<file path="src/logic/vcap_store_pkg.sv">
// constants for the capture store address configuration block
package vcap_store_pkg;

    // ------------------------------------------------------------
    // register offsets (byte addresses on the bus)
    // ------------------------------------------------------------
    localparam logic [7:0] TOP_VANC_OFS   = 8'h00;
    localparam logic [7:0] BOT_VANC_OFS   = 8'h04;
    localparam logic [7:0] SUBPIC_OFS     = 8'h08;
    localparam logic [7:0] STORE_CTRL_OFS = 8'h0c;
    localparam logic [7:0] STORE_STAT_OFS = 8'h10;

    // ------------------------------------------------------------
    // field positions
    // ------------------------------------------------------------
    localparam int SP_START_LSB = 16;
    localparam int SP_START_MSB = 23;
    localparam int SP_WIDTH_LSB = 0;
    localparam int SP_WIDTH_MSB = 8;
    localparam int CTRL_SUBPIC  = 0;
    localparam int CTRL_YC      = 1;
    localparam int STAT_BOTTOM  = 0;
    localparam int STAT_LVL_LSB = 8;

    // ------------------------------------------------------------
    // reset values
    // ------------------------------------------------------------
    localparam logic [31:0] ADDR_RST      = 32'h0000_0000;
    localparam logic [7:0]  SP_START_RST  = 8'h00;
    localparam logic [8:0]  SP_WIDTH_RST  = 9'h010;
    localparam logic [1:0]  CTRL_RST      = 2'h0;

    // ------------------------------------------------------------
    // data kinds on the capture stream
    // ------------------------------------------------------------
    typedef enum logic [1:0] {
        KIND_VANC,
        KIND_LUMA,
        KIND_CHROMA,
        KIND_NONE
    } data_kind_type;

    localparam int KIND_CNT = 3;
    localparam int FIFO_DEPTH_DEF = 8;

endpackage

</file>
<file path="src/logic/store_fifo_if.sv">
// fill and drain signals between the store engine and its fifo
`timescale 1ns/1ps
interface store_fifo_if #(
    parameter int WIDTH = 96,
    parameter int LVL_W = 4
);
    logic [WIDTH-1:0] wdata;
    logic             wvalid;
    logic             wready;
    logic [WIDTH-1:0] rdata;
    logic             rvalid;
    logic             rready;
    logic [LVL_W-1:0] level;

    modport engine (
        output wdata,
        output wvalid,
        output rready,
        input  wready,
        input  rdata,
        input  rvalid,
        input  level
    );

    modport store (
        input  wdata,
        input  wvalid,
        input  rready,
        output wready,
        output rdata,
        output rvalid,
        output level
    );
endinterface

</file>
<file path="src/logic/store_fifo.sv">
// write request fifo between address generation and memory port
`timescale 1ns/1ps
module store_fifo #(
    parameter int WIDTH = 96,
    parameter int DEPTH = 8
) (
    // clock and reset
    input  wire logic    sys_clk_in,
    input  wire logic    rst_b_in,
    // fill and drain
    store_fifo_if.store  fifo
);
    localparam int PTR_W = (DEPTH > 1) ? $clog2(DEPTH) : 1;
    localparam int CNT_W = $clog2(DEPTH + 1);

    initial begin
        if (DEPTH < 2 || (DEPTH & (DEPTH - 1)) != 0) begin
            $error("store_fifo depth must be a power of two, at least 2");
        end
        if (WIDTH < 1) begin
            $error("store_fifo width must be positive");
        end
    end

    logic [WIDTH-1:0] mem [DEPTH];
    logic [PTR_W-1:0] wr_ptr_ff;
    logic [PTR_W-1:0] rd_ptr_ff;
    logic [CNT_W-1:0] cnt_ff;
    logic             push;
    logic             pop;

    assign fifo.wready = (cnt_ff < CNT_W'(DEPTH));
    assign fifo.rvalid = (cnt_ff != '0);
    assign fifo.rdata  = mem[rd_ptr_ff];
    assign fifo.level  = cnt_ff;
    assign push        = fifo.wvalid && fifo.wready;
    assign pop         = fifo.rready && fifo.rvalid;

    always_ff @(posedge sys_clk_in) begin
        if (push) begin
            mem[wr_ptr_ff] <= fifo.wdata;
        end
    end

    always_ff @(posedge sys_clk_in or negedge rst_b_in) begin
        if (!rst_b_in) begin
            wr_ptr_ff <= '0;
            rd_ptr_ff <= '0;
            cnt_ff    <= '0;
        end else begin
            if (push) begin
                wr_ptr_ff <= wr_ptr_ff + 1'b1;
            end
            if (pop) begin
                rd_ptr_ff <= rd_ptr_ff + 1'b1;
            end
            cnt_ff <= cnt_ff + CNT_W'(push) - CNT_W'(pop);
        end
    end
endmodule

</file>
<file path="src/logic/vcap_store_cfg.sv">
// capture store address configuration registers and write address engine
//
// Implementation choices: the Wishbone interface to the registers and the register addresses.
`timescale 1ns/1ps
module vcap_store_cfg
    import vcap_store_pkg::*;
#(
    parameter int DATA_W     = 64,
    parameter int FIFO_DEPTH = FIFO_DEPTH_DEF
) (
    // clock and reset
    input  wire logic              sys_clk_in,
    input  wire logic              rst_b_in,
    // wishbone slave
    input  wire logic              wb_cyc_in,
    input  wire logic              wb_stb_in,
    input  wire logic              wb_we_in,
    input  wire logic [7:0]        wb_adr_in,
    input  wire logic [3:0]        wb_sel_in,
    input  wire logic [31:0]       wb_dat_in,
    output logic      [31:0]       wb_dat_out,
    output logic                   wb_ack_out,
    // area starts kept by the image address registers
    input  wire logic [31:0]       top_luma_area_start_in,
    input  wire logic [31:0]       bottom_luma_area_start_in,
    input  wire logic [31:0]       top_chroma_area_start_in,
    input  wire logic [31:0]       bottom_chroma_area_start_in,
    // capture stream
    input  wire logic              vid_field_start_in,
    input  wire logic              vid_bottom_in,
    input  wire logic              vid_valid_in,
    input  wire logic [1:0]        vid_kind_in,
    input  wire logic [DATA_W-1:0] vid_data_in,
    output logic                   vid_ready_out,
    // memory controller write port
    output logic                   mem_valid_out,
    output logic      [31:0]       mem_addr_out,
    output logic      [DATA_W-1:0] mem_data_out,
    input  wire logic              mem_ready_in
);
    localparam int STEP   = DATA_W / 8;
    localparam int WORD_W = 32 + DATA_W;
    localparam int LVL_W  = $clog2(FIFO_DEPTH + 1);

    initial begin
        if (DATA_W < 8 || (DATA_W % 8) != 0) begin
            $error("data width must be a whole number of bytes");
        end
        if (FIFO_DEPTH < 2 || FIFO_DEPTH > 255) begin
            $error("fifo depth out of range");
        end
    end

    // ------------------------------------------------------------
    // register state
    // ------------------------------------------------------------
    logic [31:0] top_vert_anc_start_addr_ff;
    logic [31:0] bottom_vert_anc_start_addr_ff;
    logic [7:0]  subpic_horiz_start_ff;
    logic [8:0]  subpic_width_ff;

    logic        subpic_mode_ff;
    logic        yc_format_ff;

    logic        cur_bottom_ff;

    // bus side
    logic        wb_ack_ff;
    logic [31:0] wb_dat_ff;

    logic        wb_req;
    logic        wb_wr;
    logic [31:0] rd_mux;

    assign wb_req = wb_cyc_in && wb_stb_in && !wb_ack_ff;
    assign wb_wr  = wb_req && wb_we_in;

    // merge by byte lane
    function automatic logic [31:0] merge(input logic [31:0] old, input logic [31:0] din, input logic [3:0] sel);
        logic [31:0] res;
        res = old;
        for (int i = 0; i < 4; i++) begin
            if (sel[i]) begin
                res[i*8 +: 8] = din[i*8 +: 8];
            end
        end
        return res;
    endfunction

    logic [31:0] subpic_word;
    logic [31:0] subpic_new;
    logic [31:0] ctrl_new;

    always_comb begin
        subpic_word = 32'h0000_0000;
        subpic_word[SP_START_MSB:SP_START_LSB] = subpic_horiz_start_ff;
        subpic_word[SP_WIDTH_MSB:SP_WIDTH_LSB] = subpic_width_ff;
    end

    assign subpic_new = merge(subpic_word, wb_dat_in, wb_sel_in);
    assign ctrl_new   = merge({30'h0, yc_format_ff, subpic_mode_ff}, wb_dat_in, wb_sel_in);

    // ------------------------------------------------------------
    // register writes
    // ------------------------------------------------------------
    always_ff @(posedge sys_clk_in or negedge rst_b_in) begin
        if (!rst_b_in) begin
            top_vert_anc_start_addr_ff    <= ADDR_RST;
            bottom_vert_anc_start_addr_ff <= ADDR_RST;
        end else if (wb_wr) begin
            if (wb_adr_in == TOP_VANC_OFS) begin
                top_vert_anc_start_addr_ff <= merge(top_vert_anc_start_addr_ff, wb_dat_in, wb_sel_in);
            end
            if (wb_adr_in == BOT_VANC_OFS) begin
                bottom_vert_anc_start_addr_ff <= merge(bottom_vert_anc_start_addr_ff, wb_dat_in, wb_sel_in);
            end
        end
    end

    always_ff @(posedge sys_clk_in or negedge rst_b_in) begin
        if (!rst_b_in) begin
            subpic_horiz_start_ff <= SP_START_RST;
            subpic_width_ff       <= SP_WIDTH_RST;
        end else if (wb_wr && wb_adr_in == SUBPIC_OFS) begin
            subpic_horiz_start_ff <= subpic_new[SP_START_MSB:SP_START_LSB];
            subpic_width_ff       <= subpic_new[SP_WIDTH_MSB:SP_WIDTH_LSB];
        end
    end

    always_ff @(posedge sys_clk_in or negedge rst_b_in) begin
        if (!rst_b_in) begin
            subpic_mode_ff <= CTRL_RST[CTRL_SUBPIC];
            yc_format_ff   <= CTRL_RST[CTRL_YC];
        end else if (wb_wr && wb_adr_in == STORE_CTRL_OFS) begin
            subpic_mode_ff <= ctrl_new[CTRL_SUBPIC];
            yc_format_ff   <= ctrl_new[CTRL_YC];
        end
    end

    // ------------------------------------------------------------
    // register reads and acknowledge
    // ------------------------------------------------------------
    logic [LVL_W-1:0] fifo_level;

    always_comb begin
        rd_mux = 32'h0000_0000;
        case (wb_adr_in)
            TOP_VANC_OFS: begin
                rd_mux = top_vert_anc_start_addr_ff;
            end
            BOT_VANC_OFS: begin
                rd_mux = bottom_vert_anc_start_addr_ff;
            end
            SUBPIC_OFS: begin
                rd_mux = subpic_word;
            end
            STORE_CTRL_OFS: begin
                rd_mux = {30'h0, yc_format_ff, subpic_mode_ff};
            end
            STORE_STAT_OFS: begin
                rd_mux[STAT_BOTTOM] = cur_bottom_ff;
                rd_mux[STAT_LVL_LSB +: LVL_W] = fifo_level;
            end
            default: begin
                rd_mux = 32'h0000_0000;
            end
        endcase
    end

    always_ff @(posedge sys_clk_in or negedge rst_b_in) begin
        if (!rst_b_in) begin
            wb_ack_ff <= 1'b0;
        end else begin
            wb_ack_ff <= wb_req;
        end
    end

    always_ff @(posedge sys_clk_in or negedge rst_b_in) begin
        if (!rst_b_in) begin
            wb_dat_ff <= 32'h0000_0000;
        end else if (wb_req && !wb_we_in) begin
            wb_dat_ff <= rd_mux;
        end
    end

    assign wb_ack_out = wb_ack_ff;
    assign wb_dat_out = wb_dat_ff;

    // ------------------------------------------------------------
    // per-field snapshot of the layout
    // ------------------------------------------------------------
    logic [31:0] start_lat_ff [KIND_CNT];

    logic [7:0]  hstart_lat_ff;
    logic [8:0]  width_lat_ff;
    logic        subpic_lat_ff;

    always_ff @(posedge sys_clk_in or negedge rst_b_in) begin
        if (!rst_b_in) begin
            for (int k = 0; k < KIND_CNT; k++) begin
                start_lat_ff[k] <= ADDR_RST;
            end
            hstart_lat_ff <= SP_START_RST;
            width_lat_ff  <= SP_WIDTH_RST;
            subpic_lat_ff <= 1'b0;
        end else if (vid_field_start_in) begin
            // bottom start used when vid_bottom_in is set, top start otherwise
            start_lat_ff[KIND_VANC] <= vid_bottom_in ? bottom_vert_anc_start_addr_ff
                                                     : top_vert_anc_start_addr_ff;
            start_lat_ff[KIND_LUMA] <= vid_bottom_in ? bottom_luma_area_start_in
                                                     : top_luma_area_start_in;
            start_lat_ff[KIND_CHROMA] <= vid_bottom_in ? bottom_chroma_area_start_in
                                                       : top_chroma_area_start_in;
            hstart_lat_ff <= subpic_horiz_start_ff;
            width_lat_ff  <= subpic_width_ff;
            subpic_lat_ff <= subpic_mode_ff && yc_format_ff;
        end
    end

    always_ff @(posedge sys_clk_in or negedge rst_b_in) begin
        if (!rst_b_in) begin
            cur_bottom_ff <= 1'b0;
        end else if (vid_field_start_in) begin
            cur_bottom_ff <= vid_bottom_in;
        end
    end

    // ------------------------------------------------------------
    // address generation per data kind
    // ------------------------------------------------------------
    store_fifo_if #(.WIDTH(WORD_W), .LVL_W(LVL_W)) fifo_bus ();

    logic        vid_ready_ff;
    logic        take;
    logic [1:0]  kind;

    logic [31:0] col_ff  [KIND_CNT];
    logic [31:0] base_ff [KIND_CNT];

    logic [31:0] col_next;
    logic        use_subpic;
    logic [31:0] wr_addr;

    assign kind       = (vid_kind_in < 2'(KIND_CNT)) ? vid_kind_in : 2'(KIND_VANC);
    assign take       = vid_valid_in && vid_ready_ff && !vid_field_start_in
                        && (vid_kind_in != KIND_NONE);
    assign use_subpic = subpic_lat_ff && (kind != KIND_VANC);
    assign col_next   = col_ff[kind] + 32'(STEP);
    assign wr_addr    = start_lat_ff[kind] + base_ff[kind] + col_ff[kind];

    always_ff @(posedge sys_clk_in or negedge rst_b_in) begin
        if (!rst_b_in) begin
            for (int k = 0; k < KIND_CNT; k++) begin
                col_ff[k]  <= 32'h0000_0000;
                base_ff[k] <= 32'h0000_0000;
            end
        end else if (vid_field_start_in) begin
            for (int k = 0; k < KIND_CNT; k++) begin
                // sub-picture rows open at the horizontal start
                if (subpic_mode_ff && yc_format_ff && k != KIND_VANC) begin
                    col_ff[k] <= {24'h0, subpic_horiz_start_ff};
                end else begin
                    col_ff[k] <= 32'h0000_0000;
                end
                base_ff[k] <= 32'h0000_0000;
            end
        end else if (take) begin
            // row full: back to hstart, next row
            if (use_subpic && col_next >= {23'h0, width_lat_ff}) begin
                col_ff[kind]  <= {24'h0, hstart_lat_ff};
                base_ff[kind] <= base_ff[kind] + {23'h0, width_lat_ff};
            end else begin
                col_ff[kind] <= col_next;
            end
        end
    end

    assign fifo_bus.wdata  = {wr_addr, vid_data_in};
    assign fifo_bus.wvalid = take;

    // ready only while two slots remain, since ready lags by one cycle
    always_ff @(posedge sys_clk_in or negedge rst_b_in) begin
        if (!rst_b_in) begin
            vid_ready_ff <= 1'b0;
        end else begin
            vid_ready_ff <= (fifo_bus.level + LVL_W'(take)) <= LVL_W'(FIFO_DEPTH - 2);
        end
    end

    assign vid_ready_out = vid_ready_ff;
    assign fifo_level    = fifo_bus.level;

    store_fifo #(
        .WIDTH (WORD_W),
        .DEPTH (FIFO_DEPTH)
    ) u_fifo (
        .sys_clk_in (sys_clk_in),
        .rst_b_in   (rst_b_in),
        .fifo       (fifo_bus.store)
    );

    // ------------------------------------------------------------
    // memory write port output stage
    // ------------------------------------------------------------
    logic              mem_valid_ff;
    logic [31:0]       mem_addr_ff;
    logic [DATA_W-1:0] mem_data_ff;

    logic              out_load;

    // refill when empty or taken
    assign out_load       = !mem_valid_ff || mem_ready_in;
    assign fifo_bus.rready = out_load;

    always_ff @(posedge sys_clk_in or negedge rst_b_in) begin
        if (!rst_b_in) begin
            mem_valid_ff <= 1'b0;
            mem_addr_ff  <= 32'h0000_0000;
            mem_data_ff  <= '0;
        end else if (out_load) begin
            mem_valid_ff <= fifo_bus.rvalid;
            if (fifo_bus.rvalid) begin
                mem_addr_ff <= fifo_bus.rdata[WORD_W-1 -: 32];
                mem_data_ff <= fifo_bus.rdata[DATA_W-1:0];
            end
        end
    end

    assign mem_valid_out = mem_valid_ff;
    assign mem_addr_out  = mem_addr_ff;
    assign mem_data_out  = mem_data_ff;

endmodule

</file>
<file path="config.mk">
export PLATFORM = sky130hd
export DESIGN_NAME = vcap_store_cfg
export DESIGN_NICKNAME = d
export VERILOG_FILES = /design/src/logic/vcap_store_pkg.sv /design/src/logic/store_fifo_if.sv /design/src/logic/store_fifo.sv /design/src/logic/vcap_store_cfg.sv
export SDC_FILE = /design/constraint.sdc
export NUM_CORES = 2
export LEC_CHECK = 0
export BUFFER_PORTS_ARGS = -buffer_cell sky130_fd_sc_hd__buf_2
export CAP_MARGIN = 20
export CORE_UTILIZATION = 60
export DETAILED_ROUTE_END_ITERATION = 8
export PLACE_DENSITY = 0.89
export SYNTH_ARGS = -nofsm -noshare
export SYNTH_HDL_FRONTEND = slang
export SYNTH_SLANG_ARGS = --single-unit
</file>
<file path="constraint.sdc">
create_clock -name sys_clk_in -period 23.1 [get_ports sys_clk_in]
set_input_delay 1.155 -clock sys_clk_in [delete_from_list [all_inputs] [get_ports sys_clk_in]]
set_output_delay 1.155 -clock sys_clk_in [all_outputs]
set_load 0.005 [all_outputs]
</file>
==> run summary <==
Result of the run -> complete, no violations
Sum of overflow across all layers after global routing -> 0
Root Buffer -> clkbuf_16
Y dimension of the die -> 307.2 µm
Max_cap viols -> 0
Predominant post-synthesis flop cell -> edfxtp_1
Pre-antenna DRT Iters -> 8
Synth-to-layout area growth -> 13.50%
Sequential share of the synthesized area -> 65.05%
Number of port buffers -> 377
WP data arrival -> 7.61 ns
Clock transition at the register clock pins on the worst setup and hold paths after CTS -> 0.06 ns
Count of final max-slew check failures -> 0
Wire length reported by the detailed router -> 152400 µm
RSZ-0062 raised after global routing -> false
Detailed-route via count -> 35730
Number of top-level design ports -> 378
FP Rows -> 111
Commonest cells in the netlist -> edfxtp_1 (768), dfrtp_1 (529), mux2i_1 (304), nor2_1 (293), a21oi_1 (265)
Clock latency reported for the late side of the worst-skew pair -> 0.76 ns
First-pass GRT wire length -> 225200 µm
WP data required -> 23.58 ns
Endpoints failing hold -> 0
Via-to-Cell Ratio -> 6.497
Power density of the placed cells -> 98.54 nW/µm²
Flops & latches, synth -> 1299
Number of nets in the layout -> 4478
Worst flop-to-flop path startpoint -> start_lat_ff[1]
Endpoints failing setup -> 0
Number of warnings printed during yosys synthesis -> 0
Highest-delay cell along the critical path -> ha_4
Floorplan die width -> 307.2 µm
Dpl hpwl -> 86180 µm
Max frequency -> 140.1 MHz
Share of the cycle needed by the critical path after routing -> 30.90%
Post-synth top area share -> 41.27%
Library cell with the largest summed area after synthesis -> edfxtp_1
Area of the core -> 91940 µm²
Total DRC errors in the routed layout -> 0
Vias in the first global route -> 36110
Global placement routability congestion -> 0.9722
Setup WS post-layout -> 15.96 ns
Ys async rst share -> 40.88%
Number of gates given a new drive strength after cts -> 0
Critical setup path kind -> in2reg
Area of the mapped netlist -> 55880 µm²
Hold Slack -> 0.4299 ns
Hold bufs inserted after CTS -> 0
Maximum root-to-sink buffer count -> 3
Routed WL per cell -> 27.72 µm
CP startpoint kind -> primary input
CTS sink cnt -> 1299
Setup slack after placement -> 15.61 ns
Post-synth EDFFs -> 768
Critical Path Start -> vid_kind_in[1]
Combined global-route utilization of all metal layers -> 32.23%
Count of cell types in the netlist -> 84
Clock skew after layout -> 0.03872 ns
Highest net fanout along the worst path -> 66
Maximum number of pins on one net before global-route repair -> 175
Min-Delay Path Class -> in2async
First-iteration detailed-routing DRC count -> 4585
Number of antenna violations at the first check in global routing -> 14
Worst Tran Pin Value -> 1.178 ns
TritonCTS clock tree -> done
Highest cell delay on the worst timing path -> 0.72 ns
Post-Route Setup TNS -> 0 ns
Tightest slew margin relative to the limit -> 20.88%
Post-route antenna net violation count -> 0
Worst vdd ir -> 0.06719 mV
Main area contributors after synthesis -> edfxtp_1 (41%), dfrtp_1 (24%), mux4_2 (7.8%)
Cell-by-cell listing of the critical path -> buf_2, inv_1, ha_4, nor2b_4, buf_4, a21oi_1, fa_1, inv_1, ha_1, inv_1, fa_1, nor2b_1, o21a_1, o21ai_0, a211oi_1, o21ai_0, a311oi_1, o21ai_0, a21oi_1, o221ai_1, xnor2_1
Starting utilization of the core area -> 60.78%
Net count after synthesis -> 4129
Post CTS Setup Buffer Count -> 0
Leakage dissipation -> 24.83 nW
Most common cell in the synthesized netlist -> edfxtp_1
Min cycle time layout -> 7.139 ns
Post-synthesis cell count -> 3784
Slack of the worst reg-to-reg path -> 17.77 ns
Crit path capture type -> register
Avg Inst Size Synth -> 14.77 µm²
Die Area -> 94360 µm²
Maximum level of the CTS H-tree -> 4
CTS Buf Count -> 131
Share of final-layout standard cells stronger than drive strength 1 -> 23.42%
[metal layers]
| layer | track usage (%) | wire, µm | vias to the layer above |
|---|---|---|---|
| li1 | - | - | 14940 |
| met1 | 39.40 | 53250 | 17940 |
| met2 | 53.05 | 75010 | 2320 |
| met3 | 6.737 | 14390 | 523 |
| met4 | 19.55 | 9769 | 0 |
| met5 | 0 | 0 | - |
[worst paths after layout]
kind	cells past startpoint	end
worst max-delay path	21	u_fifo.mem[4][95]
worst min-delay path	1	mem_data_out[58]
worst max register to register	18	u_fifo.mem[4][95]
worst min register to register	2	wb_dat_out[27]
max in group asynchronous	5	width_lat_ff[4]
min in group sys_clk_in	2	wb_dat_out[27]
[through the flow]
| step | std cells | power [mW] | utilization, % | cell area (µm²) |
|---|---|---|---|---|
| after floorplan | 3784 | 3.606 | - | 55880 |
| after global placement | 5235 | 3.975 | 64.08 | 58910 |
| after detailed placement | 5235 | 4.037 | 64.08 | 58910 |
| after CTS | 5475 | 6.251 | 68.83 | 63280 |
| after global routing | 5492 | 6.448 | 68.97 | 63410 |
| final | 5499 | 6.251 | 68.99 | 63430 |
[registers in the layout (all words and copies together) (netlist names), 3 cells and up]
name,cells
subpic_horiz_start_ff,8
u_fifo.fifo.level,4
hstart_lat_ff,8
u_fifo.rd_ptr_ff,3
col_ff,96
mem_addr_out,32
subpic_width_ff,9
width_lat_ff,9
base_ff,96
top_vert_anc_start_addr_ff,32
u_fifo.wr_ptr_ff,3
wb_dat_out,32
mem_data_out,64
bottom_vert_anc_start_addr_ff,32
start_lat_ff,96
u_fifo.mem,768
[logic make-up (layout without fill, tap and decap cells)]
family | after synthesis | after routing | share of synthesized area, %
buf+inv | 294 | 750 | 2.210
flops | 1299 | 1299 | 65.05
mux | 594 | 594 | 15.20
fa+ha+maj | 98 | 98 | 2.637
other cells | 0 | 16 | 0
simple gates | 773 | 773 | 6.361
xor+xnor | 86 | 86 | 1.348
compound gates | 640 | 640 | 7.196
[worst max-delay path, delay by kind of cell]
kind,cells,cell delay [ns]
compound gates,9,2.55
fa+ha+maj,4,1.83
buf+inv,5,1.02
xor+xnor,1,0.54
simple gates,2,0.43
[where the power goes]
group	switching (mW)	internal [mW]	leakage [nW]
combinational	0.712	0.578	8.93
clock	0.942	1.22	2.13
sequential	0.169	2.63	13.8
total	1.82	4.43	24.8
[layout make-up]
type | instances | area [µm²]
diodes | 16 | 40.04
clock buffers | 174 | 3655
clock inverters | 66 | 714.4
fillers | 5758 | 28510
inverters | 74 | 277.8
multi-input cells | 2191 | 18410
flip-flops and latches | 1299 | 36360
well taps | 1243 | 1555
repair buffers | 436 | 2411
[cells in the final DEF (no fill, tap or decap), types with 41 or more instances in the layout]
cell	instances
inv_1	73
mux4_2	194
edfxtp_1	768
o21ai_0	169
nand3_1	102
a21oi_1	264
buf_2	374
ha_1	63
dfrtp_1	526
xnor2_1	50
o2bb2ai_1	48
nand2_1	195
clkbuf_16	135
mux2i_1	304
nor2b_1	41
nor2_1	286
mux2_2	96
buf_4	55
(Power assumes the default switching activity.)
